[src/design/cmss_regs.svh]
`ifndef CMSS_REGS_SVH
`define CMSS_REGS_SVH

`define CMSS_FRAME_BITS 40
`define CMSS_CNT_W 6
`define CMSS_CRC_POLY 8'h2f
`define CMSS_CRC_INIT 8'hff
`define CMSS_IDLE_WORD 40'h00_0000_0000
`define CMSS_CLK_NS 5
`define CMSS_IDLE_TIMEOUT_S 60
`define CMSS_LINK_TIMEOUT_S 1
`define CMSS_NS_PER_S 1000000000
`define CMSS_BLINK_MIN_MS 100
`define CMSS_BLINK_MAX_MS 8000
`define CMSS_NS_PER_MS 1000000
`define CMSS_ERRCNT_W 8
`define CMSS_CMD_W 4
`define CMSS_CID_W 4
`define CMSS_ADDR_W 7
`define CMSS_DATA_W 16
`define CMSS_CRC_W 8

`endif

[src/design/cmss_pkg.sv]
package cmss_pkg;
   // Frame layout, sent most significant field first: data, addr, ms, cid, cmd, crc
   typedef struct packed {
      logic [15:0] data;
      logic [6:0] addr;
      logic ms;
      logic [3:0] cid;
      logic [3:0] cmd;
      logic [7:0] crc;
   } cmss_frame_t;

   typedef enum logic [2:0] {
      CMSS_NORMAL = 3'b001,
      CMSS_IDLE = 3'b010,
      CMSS_RESET = 3'b100
   } cmss_mode_t;

   // Serial pins driven by the host
   typedef struct packed {
      logic chip_select_bar;
      logic sclk;
      logic si;
   } cmss_spi_in_t;
endpackage : cmss_pkg

[src/design/cmss_crc8.sv]
`timescale 1ns/1ps
`include "cmss_regs.svh"
// Serial CRC over a 32-bit payload, MSB first
module cmss_crc8 (
   input wire logic [31:0] payload,
   output logic [7:0] crc
);
   function automatic logic [7:0] cmss_crc_calc(input logic [31:0] p);
      logic [7:0] c;
      logic fb;
      c = `CMSS_CRC_INIT;
      for (int i = 31; i >= 0; i--) begin
         fb = c[7] ^ p[i];
         c = {c[6:0], 1'b0};
         if (fb) begin
            c = c ^ `CMSS_CRC_POLY;
         end
      end
      return c;
   endfunction : cmss_crc_calc

   assign crc = cmss_crc_calc(payload);
endmodule : cmss_crc8

[src/design/cmss_spi_slave.sv]
`timescale 1ns/1ps
`include "cmss_regs.svh"
module cmss_spi_slave
   import cmss_pkg::*;
#(
   parameter longint unsigned IDLE_CYCLES =
      `CMSS_IDLE_TIMEOUT_S * (64'(`CMSS_NS_PER_S) / `CMSS_CLK_NS),
   parameter int unsigned LINK_CYCLES =
      `CMSS_LINK_TIMEOUT_S * (`CMSS_NS_PER_S / `CMSS_CLK_NS),
   parameter int unsigned MS_CYCLES = `CMSS_NS_PER_MS / `CMSS_CLK_NS
) (
   input wire logic sys_clk,
   input wire logic reset,
   input wire cmss_pkg::cmss_spi_in_t spi_in,
   output logic so,
   output logic so_oe,
   input wire logic [39:0] answer_word,
   output cmss_pkg::cmss_frame_t rx_frame,
   output logic rx_valid,
   input wire logic daisy_chain_transport_act,
   input wire logic initialized,
   input wire logic cyclic_active,
   input wire logic [12:0] blink_period_ms,
   input wire logic cal_enable_set,
   output logic cal_enabled,
   input wire logic cal_load_req,
   output logic cal_load_start,
   input wire logic gpio0_in,
   input wire logic gpio0_is_fault,
   output logic wake_event,
   output logic fault_chain_in,
   input wire logic link_error_clear,
   output logic link_error_flag,
   output logic [7:0] link_error_count,
   output logic normal_mode_indicator,
   output logic self_reset
);
   import cmss_pkg::*;

   localparam int unsigned MS_W = 32;
   // Timeout counters sized from their limits; sixty seconds needs more than 32 bits
   localparam int unsigned IDLE_W = $clog2(IDLE_CYCLES + 1);
   localparam int unsigned LINK_W = $clog2(LINK_CYCLES + 1);

   // Pin edge detection; pins are taken as synchronous to sys_clk
   logic sclk_q, csb_q, gpio0_q;
   wire sclk_rise = spi_in.sclk & ~sclk_q;
   wire sclk_fall = ~spi_in.sclk & sclk_q;
   wire cs_start = ~spi_in.chip_select_bar & csb_q;
   wire cs_end = spi_in.chip_select_bar & ~csb_q;
   wire cs_act = ~spi_in.chip_select_bar;

   always_ff @(posedge sys_clk) begin
      if (reset) begin
         sclk_q <= 1'b0;
         csb_q <= 1'b1;
         gpio0_q <= 1'b0;
      end else begin
         sclk_q <= spi_in.sclk;
         csb_q <= spi_in.chip_select_bar;
         gpio0_q <= gpio0_in;
      end
   end

   // Receive shifter and bit counter; counter saturates so long frames stay long
   logic [39:0] rx_sr_q, rx_sr_d;
   logic [`CMSS_CNT_W-1:0] bit_cnt_q, bit_cnt_d;
   wire cnt_sat = (bit_cnt_q == {`CMSS_CNT_W{1'b1}});

   assign rx_sr_d = (cs_act && sclk_rise) ? {rx_sr_q[38:0], spi_in.si} : rx_sr_q;
   assign bit_cnt_d = cs_start ? '0
                    : (cs_act && sclk_rise && !cnt_sat) ? bit_cnt_q + 1'b1
                    : bit_cnt_q;

   always_ff @(posedge sys_clk) begin
      if (reset) begin
         rx_sr_q <= '0;
         bit_cnt_q <= '0;
      end else begin
         rx_sr_q <= rx_sr_d;
         bit_cnt_q <= bit_cnt_d;
      end
   end

   // Frame check at release of chip select
   logic [7:0] crc_calc;
   cmss_crc8 u_crc (
      .payload(rx_sr_q[39:8]),
      .crc(crc_calc)
   );
   wire len_ok = (bit_cnt_q == 6'(`CMSS_FRAME_BITS));
   wire crc_ok = (crc_calc == rx_sr_q[7:0]);
   wire frame_good = cs_end && len_ok && crc_ok;
   wire frame_bad = cs_end && (bit_cnt_q != '0) && !(len_ok && crc_ok);

   // Field split follows the frame struct: data, addr, ms, cid, cmd, crc
   always_ff @(posedge sys_clk) begin
      if (reset) begin
         rx_frame <= '0;
         rx_valid <= 1'b0;
      end else begin
         rx_valid <= frame_good;
         if (frame_good) begin
            rx_frame <= cmss_frame_t'(rx_sr_q);
         end
      end
   end

   // Transmit shifter; answer_word is the reply prepared from the previous request
   logic [39:0] tx_sr_q, tx_sr_d;
   logic have_req_q;
   wire [39:0] tx_load = have_req_q ? answer_word : `CMSS_IDLE_WORD;

   assign tx_sr_d = cs_start ? tx_load
                  : (cs_act && sclk_fall) ? {tx_sr_q[38:0], 1'b0}
                  : tx_sr_q;

   always_ff @(posedge sys_clk) begin
      if (reset) begin
         tx_sr_q <= '0;
         have_req_q <= 1'b0;
      end else begin
         tx_sr_q <= tx_sr_d;
         if (frame_good) begin
            have_req_q <= 1'b1;
         end
      end
   end

   // Output enabled only under select; slave never drives the clock
   assign so = tx_sr_q[39];
   assign so_oe = cs_act;

   // Link error flag: a fault in the clearing cycle still sets it
   logic [7:0] err_cnt_q;
   always_ff @(posedge sys_clk) begin
      if (reset) begin
         link_error_flag <= 1'b0;
         err_cnt_q <= '0;
      end else begin
         if (frame_bad) begin
            link_error_flag <= 1'b1;
         end else if (link_error_clear) begin
            link_error_flag <= 1'b0;
         end
         if (frame_bad && err_cnt_q != 8'hff) begin
            err_cnt_q <= err_cnt_q + 8'h01;
         end
      end
   end
   assign link_error_count = err_cnt_q;

   // Operating mode machine
   cmss_mode_t mode_q, mode_d;
   logic [IDLE_W-1:0] idle_cnt_q;
   logic [LINK_W-1:0] link_cnt_q;
   wire bus_act = cs_act || sclk_rise;
   wire wake = !gpio0_is_fault && gpio0_in && !gpio0_q;
   wire idle_hit = (idle_cnt_q == IDLE_W'(IDLE_CYCLES - 1));
   wire link_hit = initialized && (link_cnt_q == LINK_W'(LINK_CYCLES - 1));

   always_comb begin
      mode_d = mode_q;
      unique case (mode_q)
         CMSS_NORMAL: begin
            if (link_hit) begin
               mode_d = CMSS_RESET;
            end else if (idle_hit) begin
               mode_d = CMSS_IDLE;
            end
         end
         CMSS_IDLE: begin
            if (bus_act || wake) begin
               mode_d = CMSS_NORMAL;
            end
         end
         CMSS_RESET: begin
            mode_d = CMSS_NORMAL;
         end
      endcase
   end

   always_ff @(posedge sys_clk) begin
      if (reset) begin
         mode_q <= CMSS_NORMAL;
         idle_cnt_q <= '0;
         link_cnt_q <= '0;
      end else begin
         mode_q <= mode_d;
         idle_cnt_q <= (bus_act || mode_q != CMSS_NORMAL) ? '0 : idle_cnt_q + 1'b1;
         // Transport timer runs only once initialised, so it never starts past its limit
         link_cnt_q <= (daisy_chain_transport_act || !initialized || mode_q != CMSS_NORMAL) ? '0
                     : link_cnt_q + 1'b1;
      end
   end
   assign self_reset = (mode_q == CMSS_RESET);

   // Blink during cyclic acquisition; period clamped into the legal range
   logic [12:0] ms_cnt_q;
   logic [MS_W-1:0] tick_q;
   logic blink_q;
   wire [12:0] per_ms = (blink_period_ms < 13'(`CMSS_BLINK_MIN_MS)) ? 13'(`CMSS_BLINK_MIN_MS)
                      : (blink_period_ms > 13'(`CMSS_BLINK_MAX_MS)) ? 13'(`CMSS_BLINK_MAX_MS)
                      : blink_period_ms;
   wire ms_tick = (tick_q == MS_W'(MS_CYCLES - 1));
   wire half_done = ms_tick && (ms_cnt_q >= (per_ms >> 1) - 13'd1);

   always_ff @(posedge sys_clk) begin
      if (reset || !cyclic_active) begin
         tick_q <= '0;
         ms_cnt_q <= '0;
         blink_q <= 1'b1;
      end else begin
         tick_q <= ms_tick ? '0 : tick_q + 1'b1;
         if (half_done) begin
            ms_cnt_q <= '0;
            blink_q <= ~blink_q;
         end else if (ms_tick) begin
            ms_cnt_q <= ms_cnt_q + 13'd1;
         end
      end
   end
   assign normal_mode_indicator = (mode_q == CMSS_NORMAL) && blink_q;

   // Calibration memory enable cleared by every reset, including self reset
   always_ff @(posedge sys_clk) begin
      if (reset || self_reset) begin
         cal_enabled <= 1'b0;
         cal_load_start <= 1'b0;
      end else begin
         if (cal_enable_set) begin
            cal_enabled <= 1'b1;
         end
         cal_load_start <= cal_enabled && cal_load_req;
      end
   end

   // General pin zero routing
   assign wake_event = wake;
   assign fault_chain_in = gpio0_is_fault & gpio0_in;

   // Checks
   a_good_frame_latch: assert property (@(posedge sys_clk) disable iff (reset)
      frame_good |=> rx_valid && rx_frame == $past(rx_sr_q))
      else $error("good frame not latched");
   a_bad_frame_drop: assert property (@(posedge sys_clk) disable iff (reset)
      (cs_end && !len_ok) |=> !rx_valid)
      else $error("wrong length frame accepted");
   a_err_flag_set: assert property (@(posedge sys_clk) disable iff (reset)
      frame_bad |=> link_error_flag)
      else $error("link error flag not set");
   a_err_count_inc: assert property (@(posedge sys_clk) disable iff (reset)
      (frame_bad && err_cnt_q != 8'hff) |=> err_cnt_q == $past(err_cnt_q) + 8'h01)
      else $error("error counter not bumped");
   a_first_idle_word: assert property (@(posedge sys_clk) disable iff (reset)
      (cs_start && !have_req_q) |=> tx_sr_q == `CMSS_IDLE_WORD)
      else $error("first reply not idle word");
   a_prev_answer: assert property (@(posedge sys_clk) disable iff (reset)
      (cs_start && have_req_q) |=> tx_sr_q == $past(answer_word))
      else $error("reply not previous answer");
   a_msb_shift: assert property (@(posedge sys_clk) disable iff (reset)
      (cs_act && sclk_fall && !cs_start) |=> so == $past(tx_sr_q[38]))
      else $error("not shifting msb first");
   a_idle_timeout: assert property (@(posedge sys_clk) disable iff (reset)
      (mode_q == CMSS_NORMAL && idle_hit && !link_hit) |=> !normal_mode_indicator)
      else $error("idle timeout kept indicator on");
   a_link_reset: assert property (@(posedge sys_clk) disable iff (reset)
      (mode_q == CMSS_NORMAL && link_hit) |=> self_reset ##1 !cal_enabled)
      else $error("transport timeout missed");
   a_reset_normal: assert property (@(posedge sys_clk)
      reset |=> mode_q == CMSS_NORMAL && !cal_enabled)
      else $error("reset not normal mode");

   // Frame acceptance and shifter behaviour
   a_bad_crc_drop: assert property (@(posedge sys_clk) disable iff (reset)
      (cs_end && !crc_ok) |=> !rx_valid)
      else $error("bad check field frame accepted");
   a_valid_pulse: assert property (@(posedge sys_clk) disable iff (reset)
      rx_valid |=> !rx_valid)
      else $error("frame valid longer than one cycle");
   a_bits_cleared: assert property (@(posedge sys_clk) disable iff (reset)
      cs_start |=> bit_cnt_q == '0)
      else $error("bit counter not cleared at select");
   a_tx_hold: assert property (@(posedge sys_clk) disable iff (reset)
      (!cs_start && !(cs_act && sclk_fall)) |=> $stable(tx_sr_q))
      else $error("reply moved without clock fall");

   // Fault record keeps its state between events
   a_flag_sticky: assert property (@(posedge sys_clk) disable iff (reset)
      (link_error_flag && !link_error_clear) |=> link_error_flag)
      else $error("link error flag lost");
   a_flag_clear: assert property (@(posedge sys_clk) disable iff (reset)
      (link_error_clear && !frame_bad) |=> !link_error_flag)
      else $error("link error flag not cleared");
   a_count_hold: assert property (@(posedge sys_clk) disable iff (reset)
      !frame_bad |=> err_cnt_q == $past(err_cnt_q))
      else $error("error counter moved without fault");
   a_count_sat: assert property (@(posedge sys_clk) disable iff (reset)
      (err_cnt_q == 8'hff) |=> err_cnt_q == 8'hff)
      else $error("error counter wrapped");

   // Mode and indicator
   a_ind_steady: assert property (@(posedge sys_clk) disable iff (reset)
      !cyclic_active |=> (mode_q != CMSS_NORMAL || normal_mode_indicator))
      else $error("indicator off in normal mode");
   a_idle_wake: assert property (@(posedge sys_clk) disable iff (reset)
      (mode_q == CMSS_IDLE && (bus_act || wake)) |=> mode_q == CMSS_NORMAL)
      else $error("idle mode not left on activity");
   a_self_reset_pulse: assert property (@(posedge sys_clk) disable iff (reset)
      self_reset |=> !self_reset && mode_q == CMSS_NORMAL)
      else $error("self reset not one cycle");
   a_link_uninit: assert property (@(posedge sys_clk) disable iff (reset)
      !initialized |=> !self_reset)
      else $error("self reset before initialisation");
   a_blink_hold: assert property (@(posedge sys_clk) disable iff (reset)
      (cyclic_active && !ms_tick) |=> $stable(blink_q))
      else $error("indicator blink moved between ticks");

   // Calibration loader gating and pin zero use
   a_cal_gate: assert property (@(posedge sys_clk) disable iff (reset)
      !cal_enabled |=> !cal_load_start)
      else $error("load started while disabled");
   a_cal_load: assert property (@(posedge sys_clk) disable iff (reset)
      (cal_enabled && cal_load_req && !self_reset) |=> cal_load_start)
      else $error("enabled load not started");
   a_wake_fault: assert property (@(posedge sys_clk) disable iff (reset)
      gpio0_is_fault |-> !wake_event)
      else $error("wake raised in fault chain use");
endmodule : cmss_spi_slave

[config.mk]
export PLATFORM = sky130hd
export DESIGN_NAME = cmss_spi_slave
export DESIGN_NICKNAME = d
export VERILOG_FILES = /design/src/design/cmss_pkg.sv /design/src/design/cmss_crc8.sv /design/src/design/cmss_spi_slave.sv
export VERILOG_INCLUDE_DIRS = /design/src /design/src/design
export SDC_FILE = /design/constraint.sdc
export NUM_CORES = 1
export LEC_CHECK = 0
export ABC_AREA = 1
export BUFFER_PORTS_ARGS = -buffer_cell sky130_fd_sc_hd__buf_2
export CAP_MARGIN = 0
export CORE_MARGIN = 3
export CORE_UTILIZATION = 40
export DETAILED_ROUTE_END_ITERATION = 16
export PLACE_DENSITY = 0.57
export SKIP_CTS_REPAIR_TIMING = 1
export SKIP_LAST_GASP = 1
export SLEW_MARGIN = 5
export SYNTH_ARGS = -nofsm -noshare
export SYNTH_HDL_FRONTEND = slang
export SYNTH_SLANG_ARGS = --single-unit
[constraint.sdc]
create_clock -name sys_clk -period 6.6 [get_ports sys_clk]
set_clock_uncertainty 0.2 [all_clocks]
set_input_delay 1.32 -clock sys_clk [delete_from_list [all_inputs] [get_ports sys_clk]]
set_output_delay 1.32 -clock sys_clk [all_outputs]
set_load 0.1 [all_outputs]
# --- Word-level counts from Yosys, hierarchy flattened ---
# Index checks and enable logic that the tools add are counted.
classes:
  n_addsub: 7
  magnitude_cmp: 3
  n_eq_ne: 13
  n_mux: 43
  bitwise: 72
  reduce_logical: 37
op_table:
  columns: ["operator", "n"]
  rows:
  - ["two-way mux 6 bit", 32]
  - ["inverter 5 bit", 31]
  - ["two-way mux 40 bit", 3]
  - ["adder 34 x 1 -> 34 bit, second input constant", 1]
  - ["== test 34 bit, second input constant", 1]
  - ["adder 32 x 1 -> 32 bit, second input constant", 1]
  - ["== test 32 x 18 -> 1 bit, second input constant", 1]
  - ["XOR 1 bit", 29]
  - ["adder 28 x 1 -> 28 bit, second input constant", 1]
  - ["== test 28 bit, second input constant", 1]
  - ["two-way mux 13 bit", 2]
  - ["logical AND 1 bit", 15]
  - ["adder 13 x 1 -> 13 bit, second input constant", 1]
  - [">= comparator 13 bit", 1]
  - ["greater-than comparator 13 bit, second input constant", 1]
  - ["less-than comparator 13 x 7 -> 1 bit, second input constant", 1]
  - ["subtractor 12 x 1 -> 13 bit, second input constant", 1]
  - ["== test 6 bit, second input constant", 2]
  - ["OR reduction 2 bit", 5]
  - ["two-way mux 3 bit", 3]
  - ["one-hot mux 3 bit (3 select lines)", 1]
  - ["adder 8 x 1 -> 8 bit, second input constant", 1]
  - ["== test 8 bit", 1]
  - ["inequality test 8 bit, second input constant", 1]
  - ["16 further kinds", 38]
word_totals:
  reg_bits: 253
  out_inout_bits: 58
  word_cells: 199

# --- Longest topological paths before layout ---
# Gate-level depths: netlist (run 1).
logic_depth:
  word_depth: 68
  mapped_depth: 49

# --- By module ---
# Synthesis (run 1) repeated with hierarchy kept, for this count alone.
unflattened:
  hier_cells: 2268
  hier_area_um2: 14850.5
by_module_without_submodules:
  columns: ["module", "n_inst", "cells_each", "area_each_um2"]
  rows:
  - ["cmss_spi_slave", 1, 1786, 12431.9]
  - ["cmss_crc8", 1, 482, 2418.6]

# --- Worst setup path before layout (run 1) ---
# OpenSTA, ideal clock, no wires.
synth_path:
  path_type: "input-to-reg"
  start: "in blink_period_ms[3]"
  end: "reg ms_cnt_q[10]"
  setup_time_ns: 0.080
  t_arrival_ns: 4.809
  t_required_ns: 6.320
  path_slack_ns: 1.511
  cell_stages: 26
  path_cell_list: "nor3_1 -> inv_1 -> nor4_1 -> nor2_1 -> o21ai_1 -> nand2_1 -> nand3_1 -> a31oi_1 -> a21oi_1 -> ha_1 -> and3_1 -> nand3_1 -> nor3_1 -> xor2_1 -> ha_1 -> nand2_1 -> nor2_1 -> o21a_1 -> a2111oi_0 -> o21ai_0 -> nand3_1 -> nand2_1 -> nand2_1 -> nand2_1 -> clkbuf_1 -> nor3b_1"
synth_via:
  elab_chain_cells: 7
  word_cells_on_any_way: 8
synth_rtl:
  columns: ["element", "line", "rtl"]
  rows:
  - ["from (decl)", "cmss_spi_slave.sv:23", "input wire logic [12:0] blink_period_ms,"]
  - ["greater-than comparator 13 bit", "cmss_spi_slave.sv:203", ": (blink_period_ms > 13'(`CMSS_BLINK_MAX_MS)) ? 13'(`CMSS_BLINK_MAX_MS)"]
  - ["two-way mux 13 bit", "cmss_spi_slave.sv:203", null]
  - ["two-way mux 13 bit (*)", "cmss_spi_slave.sv:202", "wire [12:0] per_ms = (blink_period_ms < 13'(`CMSS_BLINK_MIN_MS)) ? 13'(`CMSS_BLINK_MIN_MS)"]
  - ["subtractor 12 x 1 -> 13 bit (*)", "cmss_spi_slave.sv:206", "wire half_done = ms_tick && (ms_cnt_q >= (per_ms >> 1) - 13'd1);"]
  - [">= comparator 13 bit (*)", "cmss_spi_slave.sv:206", null]
  - ["logical AND 1 bit (*)", "cmss_spi_slave.sv:206", null]
  - ["OR reduction 2 bit (no line) (*)", null, null]
  - ["to (signal assigned)", "cmss_spi_slave.sv:219", "ms_cnt_q <= ms_cnt_q + 13'd1;"]
  - ["to (decl)", "cmss_spi_slave.sv:199", "logic [12:0] ms_cnt_q;"]
# Mark *: on every way between the ends. The rest lies on a longest branch, timed or not.
# A chain may end at the register's enable or synchronous reset.

# --- Final worst setup path (run 1) ---
layout_path:
  start: "reg rx_sr_q[36]"
  end: "reg rx_frame[23] (netlist name)"
layout_via:
  elab_chain_cells: 44
  word_cells_on_any_way: 85
layout_rtl:
  columns: ["element", "line", "rtl"]
  rows:
  - ["from (decl)", "cmss_spi_slave.sv:66", "logic [39:0] rx_sr_q, rx_sr_d;"]
  - ["from (signal assigned)", "cmss_spi_slave.sv:80", "rx_sr_q <= rx_sr_d;"]
  - ["XOR 1 bit (*)", "cmss_crc8.sv:13", "fb = c[7] ^ p[i];"]
  - ["two-way mux 6 bit (*)", "cmss_crc8.sv:15", "if (fb) begin"]
  - ["inverter 5 bit (no line)", null, null]
  - ["two-way mux 6 bit", "cmss_crc8.sv:15", null]
  - ["inverter 5 bit (no line)", null, null]
  - ["two-way mux 6 bit", "cmss_crc8.sv:15", null]
  - ["inverter 5 bit (no line) / two-way mux 6 bit (equally long branches)", null, null]
  - ["two-way mux 6 bit / inverter 5 bit (equally long branches)", null, null]
  - ["[... 28 more ...]", null, null]
  - ["two-way mux 6 bit", "cmss_crc8.sv:15", null]
  - ["inverter 5 bit (no line)", null, null]
  - ["two-way mux 6 bit", "cmss_crc8.sv:15", null]
  - ["inverter 5 bit (no line) / two-way mux 6 bit (equally long branches)", null, null]
  - ["two-way mux 6 bit / inverter 5 bit (equally long branches)", null, null]
  - ["two-way mux 6 bit", "cmss_crc8.sv:15", null]
  - ["== test 8 bit (*)", "cmss_spi_slave.sv:92", "wire crc_ok = (crc_calc == rx_sr_q[7:0]);"]
  - ["logical AND 1 bit (*)", "cmss_spi_slave.sv:93", "wire frame_good = cs_end && len_ok && crc_ok;"]
  - ["to (signal assigned)", "cmss_spi_slave.sv:104", "rx_frame <= cmss_frame_t'(rx_sr_q);"]
  - ["to (decl)", "cmss_spi_slave.sv:18", "output cmss_pkg::cmss_frame_t rx_frame,"]
# Marked as above.

==> results.tsv, run 1 <==
metric	value	unit
synth-simple-area-share	0.340	
p_leak	6.53	nW
use_met2	0.298	
layout_commonest_cell	nand2_1	
dp_hpwl	23200	um
cp-end-kind	flip-flop	
final_nets	2170	
path_common_cell	nand2_1	
max_stage_delay	0.60	ns
period_needed	5.41	ns
switchingPower	0.00409	W
cp_top_family	simple AND/OR/NAND/NOR gates	
tns	0	ns
worstHoldPathCells	1	
cap_violations	0	
portBuffers	123	
synth_mux_area_frac	0	
synth_cell_type_count	43	
ir_drop	0.798	mV
cts.sinks	253	
synth_area_per_cell	6.67	sq um
crit_path_top_delay_cell	inv_2	
maxClockFrequency	185	MHz
core_area	32000	sq um
slew_violations	0	
syn_inst	1983	
cp.depth	38	
ys_ff_latch	253	
rows	65	
synth_top_family_by_area	simple AND/OR/NAND/NOR gates	
synth_xor_area_frac	0.0281	
synthToLayoutAreaGrowth	14.4	%
use_met3	0.0280	
relSlewSlack	0.304	
io_pins	124	
via_per_inst	4.99	
clkLatencyLatePin	0.56	ns
cp-startpoint	rx_sr_q[36]	
drt_iter0_drc	730	
routed_wl	32400	um
crit_path_end	rx_frame[23]	
gp_congestion	0.844	
cts_tree	built	
die_h	188	um
r2r-end	rx_frame[23]	
grt_overflow	0	
fillCellCount	3401	
dieArea	35300	sq um
finalSetupViolations	0	
die-width	188	um
path_clk_slew	0.06	ns
path_max_fanout	42	
synth_area	13200	sq um
initial_utilization	0.413	
synth_edf_count	0	
r2r_cells	38	
criticalPathCategory	reg2reg	
worstPathArrival	5.69	ns
wl_per_cell	12.8	um
drcViolationCount	0	
swShare	0.500	
period_share	0.819	
grt_max_degree	83	
drt_first_pass_iters	5	
p_seq_frac	0.195	
htreeDepth	1	
worstReg2RegStart	rx_sr_q[36]	
crit_required	6.89	ns
synth_nets	2070	
async_reset_ff_frac	0	
rrSetupSlack	1.19	ns
grt_pass1_wl	55200	um
cts_max_path_buffers	3	
grt_pass1_vias	11800	
p_int	0.00409	W
worstMarginPinSlew	1.04	ns
grt_usage	0.179	
drtAntennaViolNets	0	
combPwrFrac	0.612	
status	finished clean	
place_area	14200	sq um
most-common-layout-cells	nand2_1, dfxtp_1, inv_1	
synthAdderAreaFrac	0.0199	
p_per_area	541	nW/um^2
ys_warn_count	0	
synth_compound_area_frac	0.142	
crit_path_start_kind	flip-flop	
antenna_found_initial	0	
ys.flop_type	dfxtp_1	
rsz0062_at_grt	no	
clock_power_share	0.193	
final_cell_area	15100	sq um
diodes	0	
hold_class	reg2reg	
gr-usage-met1	0.248	
path_buf_inv	4	
drive_above_1_share	0.117	
clock-root-buffer	clkbuf_16	
final_hold_viol_count	0	
via_count	12700	
busiest_layer	met2	
cts_buffers	29	
synth_seq_area_share	0.383	
-- sequential cells by signal, indices dropped and copies added, names as in the netlist --
register,cells
bit_cnt_q,6
blink_q,1
cal_enabled,1
cal_load_start,1
csb_q,1
gpio0_q,1
have_req_q,1
idle_cnt_q,34
link_cnt_q,28
link_error_count,8
link_error_flag,1
mode_q,3
ms_cnt_q,13
rx_frame,40
rx_sr_q,40
rx_valid,1
sclk_q,1
tick_q,32
tx_sr_q,40
-- cell type report --
cell class | count | area [sq um] | share of cell area
Multi-Input combinational cell | 1433 | 7010 | 0.463
Sequential cell | 253 | 5060 | 0.335
Inverter | 235 | 883 | 0.0584
Clock buffer | 41 | 841 | 0.0556
Timing Repair Buffer | 131 | 676 | 0.0447
Tap cell | 435 | 544 | 0.0360
Clock inverter | 12 | 108 | 0.00711
-- per-stage QoR --
stage | hold slack [ns] | power (W) | utilization | cells | worst slack [ns]
2_1_floorplan | 0.218 | 0.00577 | - | 1983 | 1.51
3_3_place_gp | 0.234 | 0.00652 | 0.442 | 2487 | 0.992
3_5_place_dp | 0.244 | 0.00661 | 0.442 | 2487 | 0.785
4_1_cts | 0.253 | 0.00824 | 0.472 | 2540 | 1.16
5_1_grt | 0.260 | 0.00911 | 0.472 | 2540 | 0.483
6_report | 0.250 | 0.00818 | 0.472 | 2540 | 1.19
-- cell families after synthesis --
| family | Yosys count |
|---|---|
| compound gates | 352 |
| xor+xnor | 40 |
| fa+ha+maj | 21 |
| buf+inv | 297 |
| flops | 253 |
| other cells | 1 |
| simple gates | 1019 |
-- power by group through the flow --
stage          Sequential, W  Combinational [W]  Clock, W
6_report             0.00160            0.00500   0.00158
3_3_place_gp         0.00163            0.00489         0
3_5_place_dp         0.00163            0.00498         0
2_1_floorplan        0.00163            0.00414         0
5_1_grt              0.00160            0.00581   0.00170
4_1_cts              0.00160            0.00501   0.00163
-- cell usage after synthesis (12+ instances only) --
| cell | instances | area (sq um) |
|---|---|---|
| nand2_1 | 458 | 1720 |
| dfxtp_1 | 253 | 5060 |
| inv_1 | 219 | 822 |
| nor2_1 | 197 | 739 |
| nand3_1 | 191 | 956 |
| o21ai_0 | 158 | 791 |
| a21oi_1 | 130 | 651 |
| nor3_1 | 52 | 260 |
| clkbuf_1 | 48 | 180 |
| a31oi_1 | 43 | 269 |
| nand4_1 | 36 | 225 |
| nand2_2 | 29 | 181 |
| xor2_1 | 26 | 228 |
| ha_1 | 21 | 263 |
| nor4_1 | 19 | 119 |
| inv_2 | 14 | 52.6 |
| nor3b_1 | 14 | 105 |
| xnor2_1 | 12 | 105 |
-- worst min-delay path by stage --
stage                       start             to  slack, ns
global route        link_cnt_q[0]  link_cnt_q[0]       0.26
finish                  tick_q[0]      tick_q[0]       0.25
floorplan           link_cnt_q[0]  link_cnt_q[0]       0.22
detailed placement      tick_q[0]      tick_q[0]       0.24
global placement    link_cnt_q[0]  link_cnt_q[0]       0.23
CTS                     tick_q[0]      tick_q[0]       0.25
-- per-layer routing --
| layer | part of all wire | wire, um | vias to the layer above |
|---|---|---|---|
| li1 | - | - | 6741 |
| met1 | 0.50 | 16200 | 5707 |
| met2 | 0.44 | 14400 | 184 |
| met3 | 0.042 | 1360 | 36 |
| met4 | 0.015 | 489 | 0 |
| met5 | 0 | 0 | - |
No activity file was read; power rests on OpenSTA's default activity.
==> inputs of run 2 (changes only) <==
Settings changed: ABC_AREA 1 to 0, PLACE_DENSITY 0.57 to 0.59.
Clock period 6.6 ns to 4.8 ns, I/O delays scaled along.
==> run 2 against run 1 <==
Compared with the run above: design area decreased by 7.8%; first-iteration DRC count decreased by 45%; combinational power decreased by 95%; flip-flop and latch count unchanged; sequential share of layout area increased by 2.8 points; via count decreased by 28%; sequential power increased by 34%; synthesized cell count decreased by 33%; worst setup slack got worse by 0.89 ns; worst hold slack improved by 0.0075 ns; register-to-register slack got worse by 0.89 ns; largest cell class unchanged; largest power group is now clock; highest routed layer unchanged.
==> results.tsv, run 2 <==
metric	value	unit	change
status	finished clean		
wl_per_cell	13.7	um	+7.5%
final_nets	1522		-30%
pre_cts_ws	-0.166	ns	-0.951 ns
maxClockFrequency	222	MHz	+20%
criticalPathCategory	reg2reg		
yosys-top-cells-area	dfxtp_1, mux2i_1, xor2_1		
synth_cell_type_count	55		+28%
antenna_found_initial	2		+2
via_count	9132		-28%
ys_ff_latch	253		unchanged
netlist.area_leader.share	0.425		+0.0419
path_clk_slew	0.06	ns	about the same
async_reset_ff_frac	0		unchanged
die_h	179	um	-4.9%
syn_inst	1323		-33%
synthTopCellsByCount	dfxtp_1, nor2_1, nand2_1, a21oi_1, xor2_1		
period_needed	4.49	ns	-0.912 ns
clkLatencyLatePin	0.53	ns	-0.03 ns
cap_violations	0		unchanged
gp_congestion	0.783		-7.3%
fin_util	0.481		+0.00881
synth_seq_area_share	0.425		+0.0419
cts.sinks	253		unchanged
layout_commonest_cell	dfxtp_1		
tns	0	ns	unchanged
worstPathArrival	4.69	ns	-1.00 ns
p_leak	5.53	nW	-15%
most-common-layout-cells	dfxtp_1, nor2_1, nand2_1		
initial_utilization	0.411		-0.00188
grt_pass1_wl	42700	um	-23%
yosys.area.top_type	dfxtp_1		
clock-root-buffer	clkbuf_16		
portBuffers	123		unchanged
period_share	0.936		+0.117
cp-end-kind	flip-flop		
ys_warn_count	0		unchanged
crit_chain	xor3_2 -> xnor2_2 -> xor3_1 -> xor3_2 -> xnor2_4 -> xnor3_1 -> mux2_4 -> a2111o_1 -> o311ai_2 -> nor2_4 -> nand4_2 -> xor2_1 -> nor2_1		
via_per_inst	4.96		-0.54%
max_stage_delay	0.55	ns	-0.05 ns
layout_setup_ws	0.305	ns	-0.888 ns
crit_path_start_kind	flip-flop		
power.total	0.00462	W	-43%
hold_class	reg2reg		
path_max_fanout	5		-88%
dieArea	31900	sq um	-9.6%
synth_area	11900	sq um	-9.9%
io_pins	124		unchanged
drcViolationCount	0		unchanged
slew_violations	0		unchanged
drt_first_pass_iters	4		-1
drt_iter0_drc	399		-45%
crit_path_top_delay_cell	xor3_2		
crit_required	5.00	ns	-1.89 ns
cts_buffers	28		-3.4%
ir_drop	0.251	mV	-68%
multi_input_area	6570	sq um	-6.3%
dp_hpwl	17100	um	-27%
cts_max_path_buffers	3		unchanged
grt_pass1_vias	8868		-25%
relSlewSlack	0.254		-0.0504
grt_overflow	0		unchanged
rsz0062_at_grt	no		
path_buf_inv	0		-4
reg_top3	rx_frame (40), rx_sr_q (40), tx_sr_q (40)		
synth_nets	1410		-32%
grt_max_degree	72		-13%
drtAntennaViolNets	0		unchanged
core_area	29000	sq um	-9.5%
fillCellCount	2836		-17%
final_hold_viol_count	0		unchanged
synthMostInstantiatedCell	dfxtp_1		
p_per_area	331	nW/um^2	-39%
die-width	179	um	-4.9%
grt_usage	0.157		-0.0219
worstMarginPinSlew	1.12	ns	+0.0756 ns
finalSetupViolations	0		unchanged
synth_area_per_cell	9.01	sq um	+35%
drive_above_1_share	0.146		+0.0295
routed_wl	25300	um	-22%
rows	62		-4.6%
htreeDepth	1		unchanged
cp_top_family	XOR/XNOR gates		
path_common_cell	xor3_2		
ys.flop_type	dfxtp_1		
synth_edf_count	0		unchanged
cts_tree	built		
synthToLayoutAreaGrowth	17.1	%	
seqCellArea	5060	sq um	unchanged
[run 2: layout make-up]
cell class              count  area share
inverters                  14     0.00377
clock buffers              42      0.0591
multi-input cells         989       0.471
diodes                      2    0.000359
well taps                 384      0.0344
repair buffers            149      0.0583
clock inverters             8      0.0100
flip-flops and latches    253       0.363
[run 2: logic make-up after synthesis]
family                   Yosys count  share of synthesized area
XOR/XNOR                         192                      0.166
AND/OR/NAND/NOR                  507                      0.197
adder cells (fa/ha/maj)           21                     0.0220
flip-flops                       253                      0.425
multiplexers                      85                     0.0718
other                              1                   0.000315
buffers and inverters             81                     0.0262
AO/OA/AOI/OAI                    183                     0.0917
[run 2: worst paths after layout]
check / slack, ns / cells past startpoint / end / from
setup reg to reg: 0.31 / 13 / link_error_count[3] / rx_sr_q[33]
hold reg to reg: 0.26 / 1 / tick_q[0] / tick_q[0]
setup / recovery: 0.31 / 13 / link_error_count[3] / rx_sr_q[33]
hold / removal: 0.26 / 1 / tick_q[0] / tick_q[0]
[run 2: power by group]
part / internal (W) / switching, W
sequential: 0.00213 / 0.0000170
clock: 0.00139 / 0.000842
combinational: 0.0000808 / 0.000161
[run 2: metal layers]
metal / wire length (um) / global-route usage / up-vias / share of wire
met3: 920 / 0.0234 / 39 / 0.036
li1: - / - / 4763 / -
met4: 586 / 0.0386 / 0 / 0.023
met1: 12500 / 0.219 / 4205 / 0.49
met5: 0 / 0 / - / 0
met2: 11300 / 0.255 / 125 / 0.45
[run 2: through the flow]
| step | area (sq um) | hold slack [ns] | std cells |
|---|---|---|---|
| after detailed placement | 13000 | 0.253 | 1789 |
| after global routing | 14000 | 0.295 | 1841 |
| after floorplan | 11900 | 0.222 | 1323 |
| final | 14000 | 0.258 | 1841 |
| after global placement | 13000 | 0.246 | 1789 |
| after CTS | 13900 | 0.267 | 1839 |
